## src/common/pwm_channel_defines.vh

```
`ifndef PWM_CHANNEL_DEFINES_VH
`define PWM_CHANNEL_DEFINES_VH

// ----------------------------------------
// Register byte offsets
// ----------------------------------------
`define OFF_MODE 8'h00
`define OFF_DUTY 8'h04
`define OFF_PERIOD 8'h08
`define OFF_COUNTER 8'h0c
`define OFF_UPDATE 8'h10
`define OFF_ENABLE 8'h14
`define OFF_DISABLE 8'h18
`define OFF_STATUS 8'h1c
`define OFF_EVENT 8'h20
`define OFF_DIVIDER 8'h24

// ----------------------------------------
// Mode register fields
// ----------------------------------------
`define MODE_PRE_HI 3
`define MODE_PRE_LO 0
`define MODE_ALIGN 8
`define MODE_LEVEL 9
`define MODE_TARGET 10
`define MODE_MASK 32'h0000070f

// ----------------------------------------
// Divider register fields
// ----------------------------------------
`define DIVIDER_A_FACTOR_HI 7
`define DIVIDER_A_FACTOR_LO 0
`define PREA_HI 11
`define PREA_LO 8
`define DIVIDER_B_FACTOR_HI 23
`define DIVIDER_B_FACTOR_LO 16
`define PREB_HI 27
`define PREB_LO 24
`define DIVIDER_MASK 32'h0fff0fff

// ----------------------------------------
// Encodings and widths
// ----------------------------------------
`define CNT_W 16
`define PRE_W 10
`define PRE_MAX 4'ha
`define PRE_SHARED_CLOCK_A 4'hb
`define PRE_SHARED_CLOCK_B 4'hc
`define PRE_ONES 10'h3ff
`define HTRANS_NONSEQ_BIT 1
`define ENABLE_BIT 0
`define EVENT_BIT 0
`define HRESP_OKAY 1'b0

`endif

```

## src/core/pwm_channel_waveform.v

```verilog
`timescale 1ns/1ps
`include "pwm_channel_defines.vh"

module pwm_channel_waveform (
  input wire hclk,
  input wire hresetn,
  input wire hsel,
  input wire [31:0] haddr,
  input wire [1:0] htrans,
  input wire hwrite,
  input wire [2:0] hsize,
  input wire [31:0] hwdata,
  input wire hready,
  output reg [31:0] hrdata,
  output wire hreadyout,
  output wire hresp,
  output reg pwm_out,
  output wire period_flag
);

  // ----------------------------------------
  // Prescaler tick select
  // ----------------------------------------
  function pre_tick;
    input [3:0] code;
    input [`PRE_W-1:0] cnt;
    reg [`PRE_W-1:0] m;
    begin
      m = ~(`PRE_ONES << code);
      pre_tick = (code <= `PRE_MAX) && ((cnt & m) == m);
    end
  endfunction

  // ----------------------------------------
  // Internal state
  // ----------------------------------------
  reg [7:0] addr_r;
  reg wr_r;
  reg rd_r;
  reg [31:0] mode_r;
  reg [`CNT_W-1:0] duty_r;
  reg [`CNT_W-1:0] period_r;
  reg [`CNT_W-1:0] pending_r;
  reg pending_vld_r;
  reg [31:0] divider_r;
  reg enabled_r;
  reg event_r;
  reg [`CNT_W-1:0] cnt_r;
  reg down_r;
  reg [`PRE_W-1:0] pre_cnt_r;
  wire [1:0] shared_tick;
  wire [3:0] ch_pre;
  wire ch_tick;
  wire period_start;
  wire wr_mode;
  wire wr_duty;
  wire wr_period;
  wire wr_update;
  wire wr_enable;
  wire wr_disable;
  wire wr_divider;
  wire rd_event;
  wire level;
  reg [`CNT_W-1:0] cnt_nxt;
  reg down_nxt;
  reg start_nxt;

  // ----------------------------------------
  // AHB-Lite slave, zero wait states
  // ----------------------------------------
  assign hreadyout = 1'b1;
  assign hresp = `HRESP_OKAY;

  always @(posedge hclk or negedge hresetn) begin
    if (!hresetn) begin
      addr_r <= 8'h00;
      wr_r <= 1'b0;
      rd_r <= 1'b0;
    end else if (hready) begin
      addr_r <= haddr[7:0];
      wr_r <= hsel & htrans[`HTRANS_NONSEQ_BIT] & hwrite;
      rd_r <= hsel & htrans[`HTRANS_NONSEQ_BIT] & ~hwrite;
    end
  end

  assign wr_mode = wr_r && (addr_r == `OFF_MODE);
  assign wr_duty = wr_r && (addr_r == `OFF_DUTY);
  assign wr_period = wr_r && (addr_r == `OFF_PERIOD);
  assign wr_update = wr_r && (addr_r == `OFF_UPDATE);
  assign wr_enable = wr_r && (addr_r == `OFF_ENABLE) && hwdata[`ENABLE_BIT];
  assign wr_disable = wr_r && (addr_r == `OFF_DISABLE) && hwdata[`ENABLE_BIT];
  assign wr_divider = wr_r && (addr_r == `OFF_DIVIDER);
  assign rd_event = rd_r && (addr_r == `OFF_EVENT);

  // ----------------------------------------
  // Register read mux
  // ----------------------------------------

  // Read mux in the data phase; update register reads as zero
  always @* begin
    hrdata = 32'h00000000;
    if (rd_r) begin
      case (addr_r)
        `OFF_MODE: hrdata = mode_r;
        `OFF_DUTY: hrdata = {16'h0000, duty_r};
        `OFF_PERIOD: hrdata = {16'h0000, period_r};
        `OFF_COUNTER: hrdata = {16'h0000, cnt_r};
        `OFF_STATUS: hrdata = {31'h00000000, enabled_r};
        `OFF_EVENT: hrdata = {31'h00000000, event_r};
        `OFF_DIVIDER: hrdata = divider_r;
        default: hrdata = 32'h00000000;
      endcase
    end
  end

  // ----------------------------------------
  // Configuration registers
  // ----------------------------------------
  always @(posedge hclk or negedge hresetn) begin
    if (!hresetn) begin
      mode_r <= 32'h00000000;
      divider_r <= 32'h00000000;
      enabled_r <= 1'b0;
    end else begin
      if (wr_mode)
        mode_r <= hwdata & `MODE_MASK;
      if (wr_divider)
        divider_r <= hwdata & `DIVIDER_MASK;
      if (wr_enable)
        enabled_r <= 1'b1;
      else if (wr_disable)
        enabled_r <= 1'b0;
    end
  end

  // ----------------------------------------
  // Master clock prescaler and shared clocks
  // ----------------------------------------
  always @(posedge hclk or negedge hresetn) begin
    if (!hresetn)
      pre_cnt_r <= {`PRE_W{1'b0}};
    else
      pre_cnt_r <= pre_cnt_r + 1'b1;
  end

  genvar g;
  generate
    for (g = 0; g < 2; g = g + 1) begin : shared_clk
      reg [7:0] div_cnt_r;
      wire [7:0] factor;
      wire [3:0] pre_sel;
      wire src_tick;
      assign factor = (g == 0) ? divider_r[`DIVIDER_A_FACTOR_HI:`DIVIDER_A_FACTOR_LO] : divider_r[`DIVIDER_B_FACTOR_HI:`DIVIDER_B_FACTOR_LO];
      assign pre_sel = (g == 0) ? divider_r[`PREA_HI:`PREA_LO] : divider_r[`PREB_HI:`PREB_LO];
      assign src_tick = pre_tick(pre_sel, pre_cnt_r);
      // Factor zero stops the clock, one passes it, more divides
      assign shared_tick[g] = (factor != 8'h00) && src_tick
                              && (div_cnt_r >= factor - 8'h01);
      always @(posedge hclk or negedge hresetn) begin
        if (!hresetn)
          div_cnt_r <= 8'h00;
        else if (factor == 8'h00)
          div_cnt_r <= 8'h00;
        else if (src_tick)
          div_cnt_r <= shared_tick[g] ? 8'h00 : div_cnt_r + 8'h01;
      end
    end
  endgenerate

  assign ch_pre = mode_r[`MODE_PRE_HI:`MODE_PRE_LO];
  assign ch_tick = (ch_pre == `PRE_SHARED_CLOCK_A) ? shared_tick[0] :
                   (ch_pre == `PRE_SHARED_CLOCK_B) ? shared_tick[1] :
                   pre_tick(ch_pre, pre_cnt_r);

  // ----------------------------------------
  // Channel counter
  // ----------------------------------------
  always @* begin
    cnt_nxt = cnt_r;
    down_nxt = down_r;
    start_nxt = 1'b0;
    if (!mode_r[`MODE_ALIGN]) begin
      // Values 0..period-1, so one period is period ticks
      if (cnt_r + 1'b1 >= period_r) begin
        cnt_nxt = {`CNT_W{1'b0}};
        start_nxt = 1'b1;
      end else begin
        cnt_nxt = cnt_r + 1'b1;
      end
    end else if (period_r == {`CNT_W{1'b0}}) begin
      cnt_nxt = {`CNT_W{1'b0}};
      down_nxt = 1'b0;
      start_nxt = 1'b1;
    end else if (!down_r) begin
      // Up to period, then down to zero: twice period ticks
      cnt_nxt = cnt_r + 1'b1;
      down_nxt = (cnt_r + 1'b1 >= period_r);
    end else if (cnt_r <= {{(`CNT_W-1){1'b0}}, 1'b1}) begin
      cnt_nxt = {`CNT_W{1'b0}};
      down_nxt = 1'b0;
      start_nxt = 1'b1;
    end else begin
      cnt_nxt = cnt_r - 1'b1;
    end
  end

  assign period_start = enabled_r && ch_tick && start_nxt;

  // ----------------------------------------
  // Counter register
  // ----------------------------------------

  always @(posedge hclk or negedge hresetn) begin
    if (!hresetn) begin
      cnt_r <= {`CNT_W{1'b0}};
      down_r <= 1'b0;
    end else if (wr_enable) begin
      cnt_r <= {`CNT_W{1'b0}};
      down_r <= 1'b0;
    end else if (enabled_r && ch_tick) begin
      cnt_r <= cnt_nxt;
      down_r <= down_nxt;
    end
  end

  // ----------------------------------------
  // Duty, period and double buffer
  // ----------------------------------------
  always @(posedge hclk or negedge hresetn) begin
    if (!hresetn) begin
      duty_r <= {`CNT_W{1'b0}};
      period_r <= {`CNT_W{1'b0}};
      pending_r <= {`CNT_W{1'b0}};
      pending_vld_r <= 1'b0;
    end else begin
      if (wr_duty)
        duty_r <= hwdata[`CNT_W-1:0];
      if (wr_period)
        period_r <= hwdata[`CNT_W-1:0];
      if (wr_update) begin
        pending_r <= hwdata[`CNT_W-1:0];
        pending_vld_r <= 1'b1;
      end else if (period_start && pending_vld_r) begin
        // Only at a period boundary, so the running period stays whole
        pending_vld_r <= 1'b0;
        if (mode_r[`MODE_TARGET])
          period_r <= pending_r;
        else
          duty_r <= pending_r;
      end
    end
  end

  // ----------------------------------------
  // Period event flag and output
  // ----------------------------------------
  always @(posedge hclk or negedge hresetn) begin
    if (!hresetn)
      event_r <= 1'b0;
    else if (period_start)
      event_r <= 1'b1;
    else if (rd_event)
      event_r <= 1'b0;
  end

  assign period_flag = event_r;

  // ----------------------------------------
  // Waveform output
  // ----------------------------------------
  // Duty above period is software's fault; output then holds start level
  assign level = (cnt_r < duty_r) ? mode_r[`MODE_LEVEL] : ~mode_r[`MODE_LEVEL];

  always @(posedge hclk or negedge hresetn) begin
    if (!hresetn)
      pwm_out <= 1'b0;
    else
      pwm_out <= enabled_r ? level : 1'b0;
  end

endmodule // pwm_channel_waveform

```

## config.mk

```make
export PLATFORM = sky130hd
export DESIGN_NAME = pwm_channel_waveform
export DESIGN_NICKNAME = d
export VERILOG_FILES = /design/src/core/pwm_channel_waveform.v
export VERILOG_INCLUDE_DIRS = /design/src /design/src/common
export SDC_FILE = /design/constraint.sdc
export NUM_CORES = 1
export LEC_CHECK = 0
export ABC_AREA = 1
export BUFFER_PORTS_ARGS = -buffer_cell sky130_fd_sc_hd__buf_2
export CORE_AREA = 5 5 179 112
export CTS_CLUSTER_SIZE = 30
export DETAILED_ROUTE_END_ITERATION = 16
export DIE_AREA = 0 0 184 117
export PLACE_DENSITY_LB_ADDON = 0.12
export SLEW_MARGIN = 0
export SYNTH_ARGS = -nofsm -noshare
export SYNTH_HDL_FRONTEND = slang
export SYNTH_SLANG_ARGS = --single-unit
export TNS_END_PERCENT = 1
```

## constraint.sdc

```tcl
create_clock -name hclk -period 3.4 [get_ports hclk]
set_clock_uncertainty 0.05 [all_clocks]
set_input_delay 0.68 -clock hclk [delete_from_list [all_inputs] [get_ports hclk]]
set_output_delay 0.68 -clock hclk [all_outputs]
set_load 0.01 [all_outputs]
```

==> results.tsv <==
metric	value	unit
outcome	completed	
grt_max_degree	73	
final.setup.worst_slack	0.05035	ns
cts_tree	built	
synth.yosys.seq_area_share	0.3511	
layout.nets	1576	
clock_latency	0.44	ns
cts_hold_buffers	0	
p_leak	5.897	nW
grt_pass1_wl	48940	um
ys_types	47	
syn-cell-area	9694	um2
n_antenna_cell	0	
ir_drop	0.4137	mV
rsz0062_at_grt	yes	
crit_path_end_kind	flop	
relSlewSlack	0.3479	
period_minus_slack	3.350	ns
yosysWarnings	0	
drive_gt1_frac	0.1267	
critical_path_class	flop to flop	
netlist_instances	1374	
busiest_layer	met1	
ys.flop_type	dfrtp_1	
finalSetupViolCount	0	
initial_core_util	0.5256	
arrival	3.67	ns
num_vias	9666	
antenna_found_initial	0	
cts_sinks	136	
die_h	117	um
io_buffers	71	
routed_wl	30390	um
layout_common_cells	407 x nand2_1, 172 x inv_1, 135 x dfrtp_1	
ioPinCount	110	
gp_congestion	0.9939	
synth_seq_cells	136	
fmax	0.2985	GHz
track_usage	0.2920	
power.density	514.8	nW/um2
pre_cts_slack	0.01420	ns
async_flop_share	1.000	
worstMarginPinSlew	0.9770	ns
overflow	0	
multi_input_area	5384	um2
wire_per_inst	17.81	um
grt.met2_usage	0.3945	
fin_setup_tns	0	ns
ctsLongestPathBuffers	2	
stdcell_area	11120	um2
mostFrequentLayoutCell	nand2_1	
vias_per_cell	5.666	
final.fill_count	1780	
remaining_drc_errors	0	
synthToLayoutAreaGrowth	14.67	%
cts_max_level	4	
die_x	184	um
grt.met1_usage	0.4588	
root_buffer	clkbuf_16	
drt_iter0_markers	1070	
worstPathRequired	3.72	ns
core.rowCount	39	
use_met3	0.07783	
fp.dieArea	21530	um2
first_pass_iters	5	
startpoint_type	flop	
antenna_left	0	
grt_pass1_vias	8893	
drv_cap	0	
synth_edf_count	0	
cts_buffers	17	
hpwl	22570	um
coreArea	18450	um2
seq_area	3405	um2
syn_area_per_cell	7.056	um2
period_share	0.9852	
cts.clk_slew.worst_paths	0.06	ns
worstHoldPathType	primary input to asynchronous set/reset pin	
hold_viol	0	
maxSlewViolCount	0	
post_dp_cell_area	10390	um2
critPathMaxFanout	5	
[power by group]
group	switching (mW)	total, mW	internal (mW)
logic	1.16	1.67	0.516
registers	0.140	1.88	1.74
clock network	0.793	2.17	1.38
[layout make-up]
type,count,area share
timing repair buffer,109,0.06044
sequential,136,0.3062
tap,246,0.02769
inverter,179,0.06078
multi-input combinational,1004,0.4843
clock inverter,15,0.02228
clock buffer,17,0.03827
[synth_stat cells, types with 2 or more instances]
master	instances	area (um2)
clkbuf_1	37	138.9
a221oi_1	11	96.34
a21o_1	2	15.01
mux2_2	9	101.4
conb_1	2	7.510
nand3_1	54	270.3
o21ai_1	21	105.1
nor2_2	5	31.28
nor3_1	20	100.1
o221ai_1	4	35.03
nand3_2	2	20.02
a21oi_1	44	220.2
xor2_1	35	306.5
dfrtp_1	136	3403
nor4_1	3	18.77
nand4_1	47	294.0
nor2_8	2	40.04
clkinv_1	3	11.26
buf_2	8	40.04
nor2_1	92	345.3
inv_2	2	7.510
nand2_2	2	12.51
xnor2_1	6	52.55
buf_4	6	45.04
buf_6	5	56.30
a32o_1	13	130.1
inv_1	174	653.1
o21ai_0	130	650.6
nor3b_2	2	25.02
nor2_4	2	22.52
ha_1	55	688.2
nand2_1	409	1535
buf_1	3	11.26
o22ai_1	15	93.84
[stage by stage]
| step | hold slack [ns] | cells | total power, mW | util |
|---|---|---|---|---|
| floorplan | 0.3344 | 1378 | 2.932 | - |
| global placement | 0.4159 | 1672 | 3.445 | 0.5632 |
| detailed placement | 0.4228 | 1672 | 3.480 | 0.5632 |
| CTS | 0.2505 | 1704 | 5.658 | 0.5999 |
| global route | 0.2818 | 1706 | 6.019 | 0.6027 |
| finish | 0.2144 | 1706 | 5.723 | 0.6027 |
[path summary, 6_finish.rpt]
| path | startpoint | cells past startpoint | slack [ns] | to |
|---|---|---|---|---|
| max | cnt_r[1] | 17 | 0.05 | cnt_r[5] |
| min | hresetn | 1 | 0.21 | shared_clk[1].div_cnt_r[0] |
| max reg2reg | cnt_r[1] | 17 | 0.05 | cnt_r[5] |
| min reg2reg | pending_r[14] | 2 | 0.44 | pending_r[14] |
| max in group asynchronous | hresetn | 2 | 2.26 | pre_cnt_r[4] |
| min in group hclk | haddr[5] | 3 | 0.40 | addr_r[5] |
[worst max-delay path, stage by stage, from the launching register on]
cell and delay, ns:
dfrtp_1 0.38, nand3_1 0.22, inv_1 0.13, nand3_2 0.16, nor2_1 0.20, nand3_1 0.11
xor2_1 0.20, inv_1 0.07, ha_1 0.31, a21oi_1 0.16, nand2_1 0.09, a21oi_1 0.16
nand4_1 0.23, o21ai_0 0.38, nand2_1 0.16, o21ai_0 0.13, nand2_1 0.07, nand2_1 0.08
[layer usage]
layer / share of wire / vias up
li1: - / 4642
met1: 0.49 / 4503
met2: 0.39 / 483
met3: 0.10 / 38
met4: 0.018 / 0
met5: 0 / -
[state kept, by name, summed over array words and instances (netlist names), 8 cells and up]
register	flops
divider_r	24
period_r	16
duty_r	16
pre_cnt_r	10
cnt_r	16
addr_r	8
shared_clk.div_cnt_r	16
pending_r	16
[logic make-up (layout without fill, tap and decap cells)]
family,count (synthesis),in the layout,synth area share
mux,9,9,0.01045
simple gates,647,647,0.2860
compound gates,246,246,0.1443
other cells,2,6,0.0007747
fa+ha+maj,55,55,0.07099
buf+inv,238,320,0.09938
xor+xnor,41,41,0.03704
flops,136,136,0.3511
[repair_timing]
| action | in CTS | in global routing |
|---|---|---|
| endpoints found under the hold margin | 0 | 0 |
| setup buffers | 0 | 2 |
| endpoints found under the setup margin | 2 | 65 |
| resized for setup | 1 | 13 |
| pin swaps | 0 | 1 |
Power figures use the tool's default switching activity.
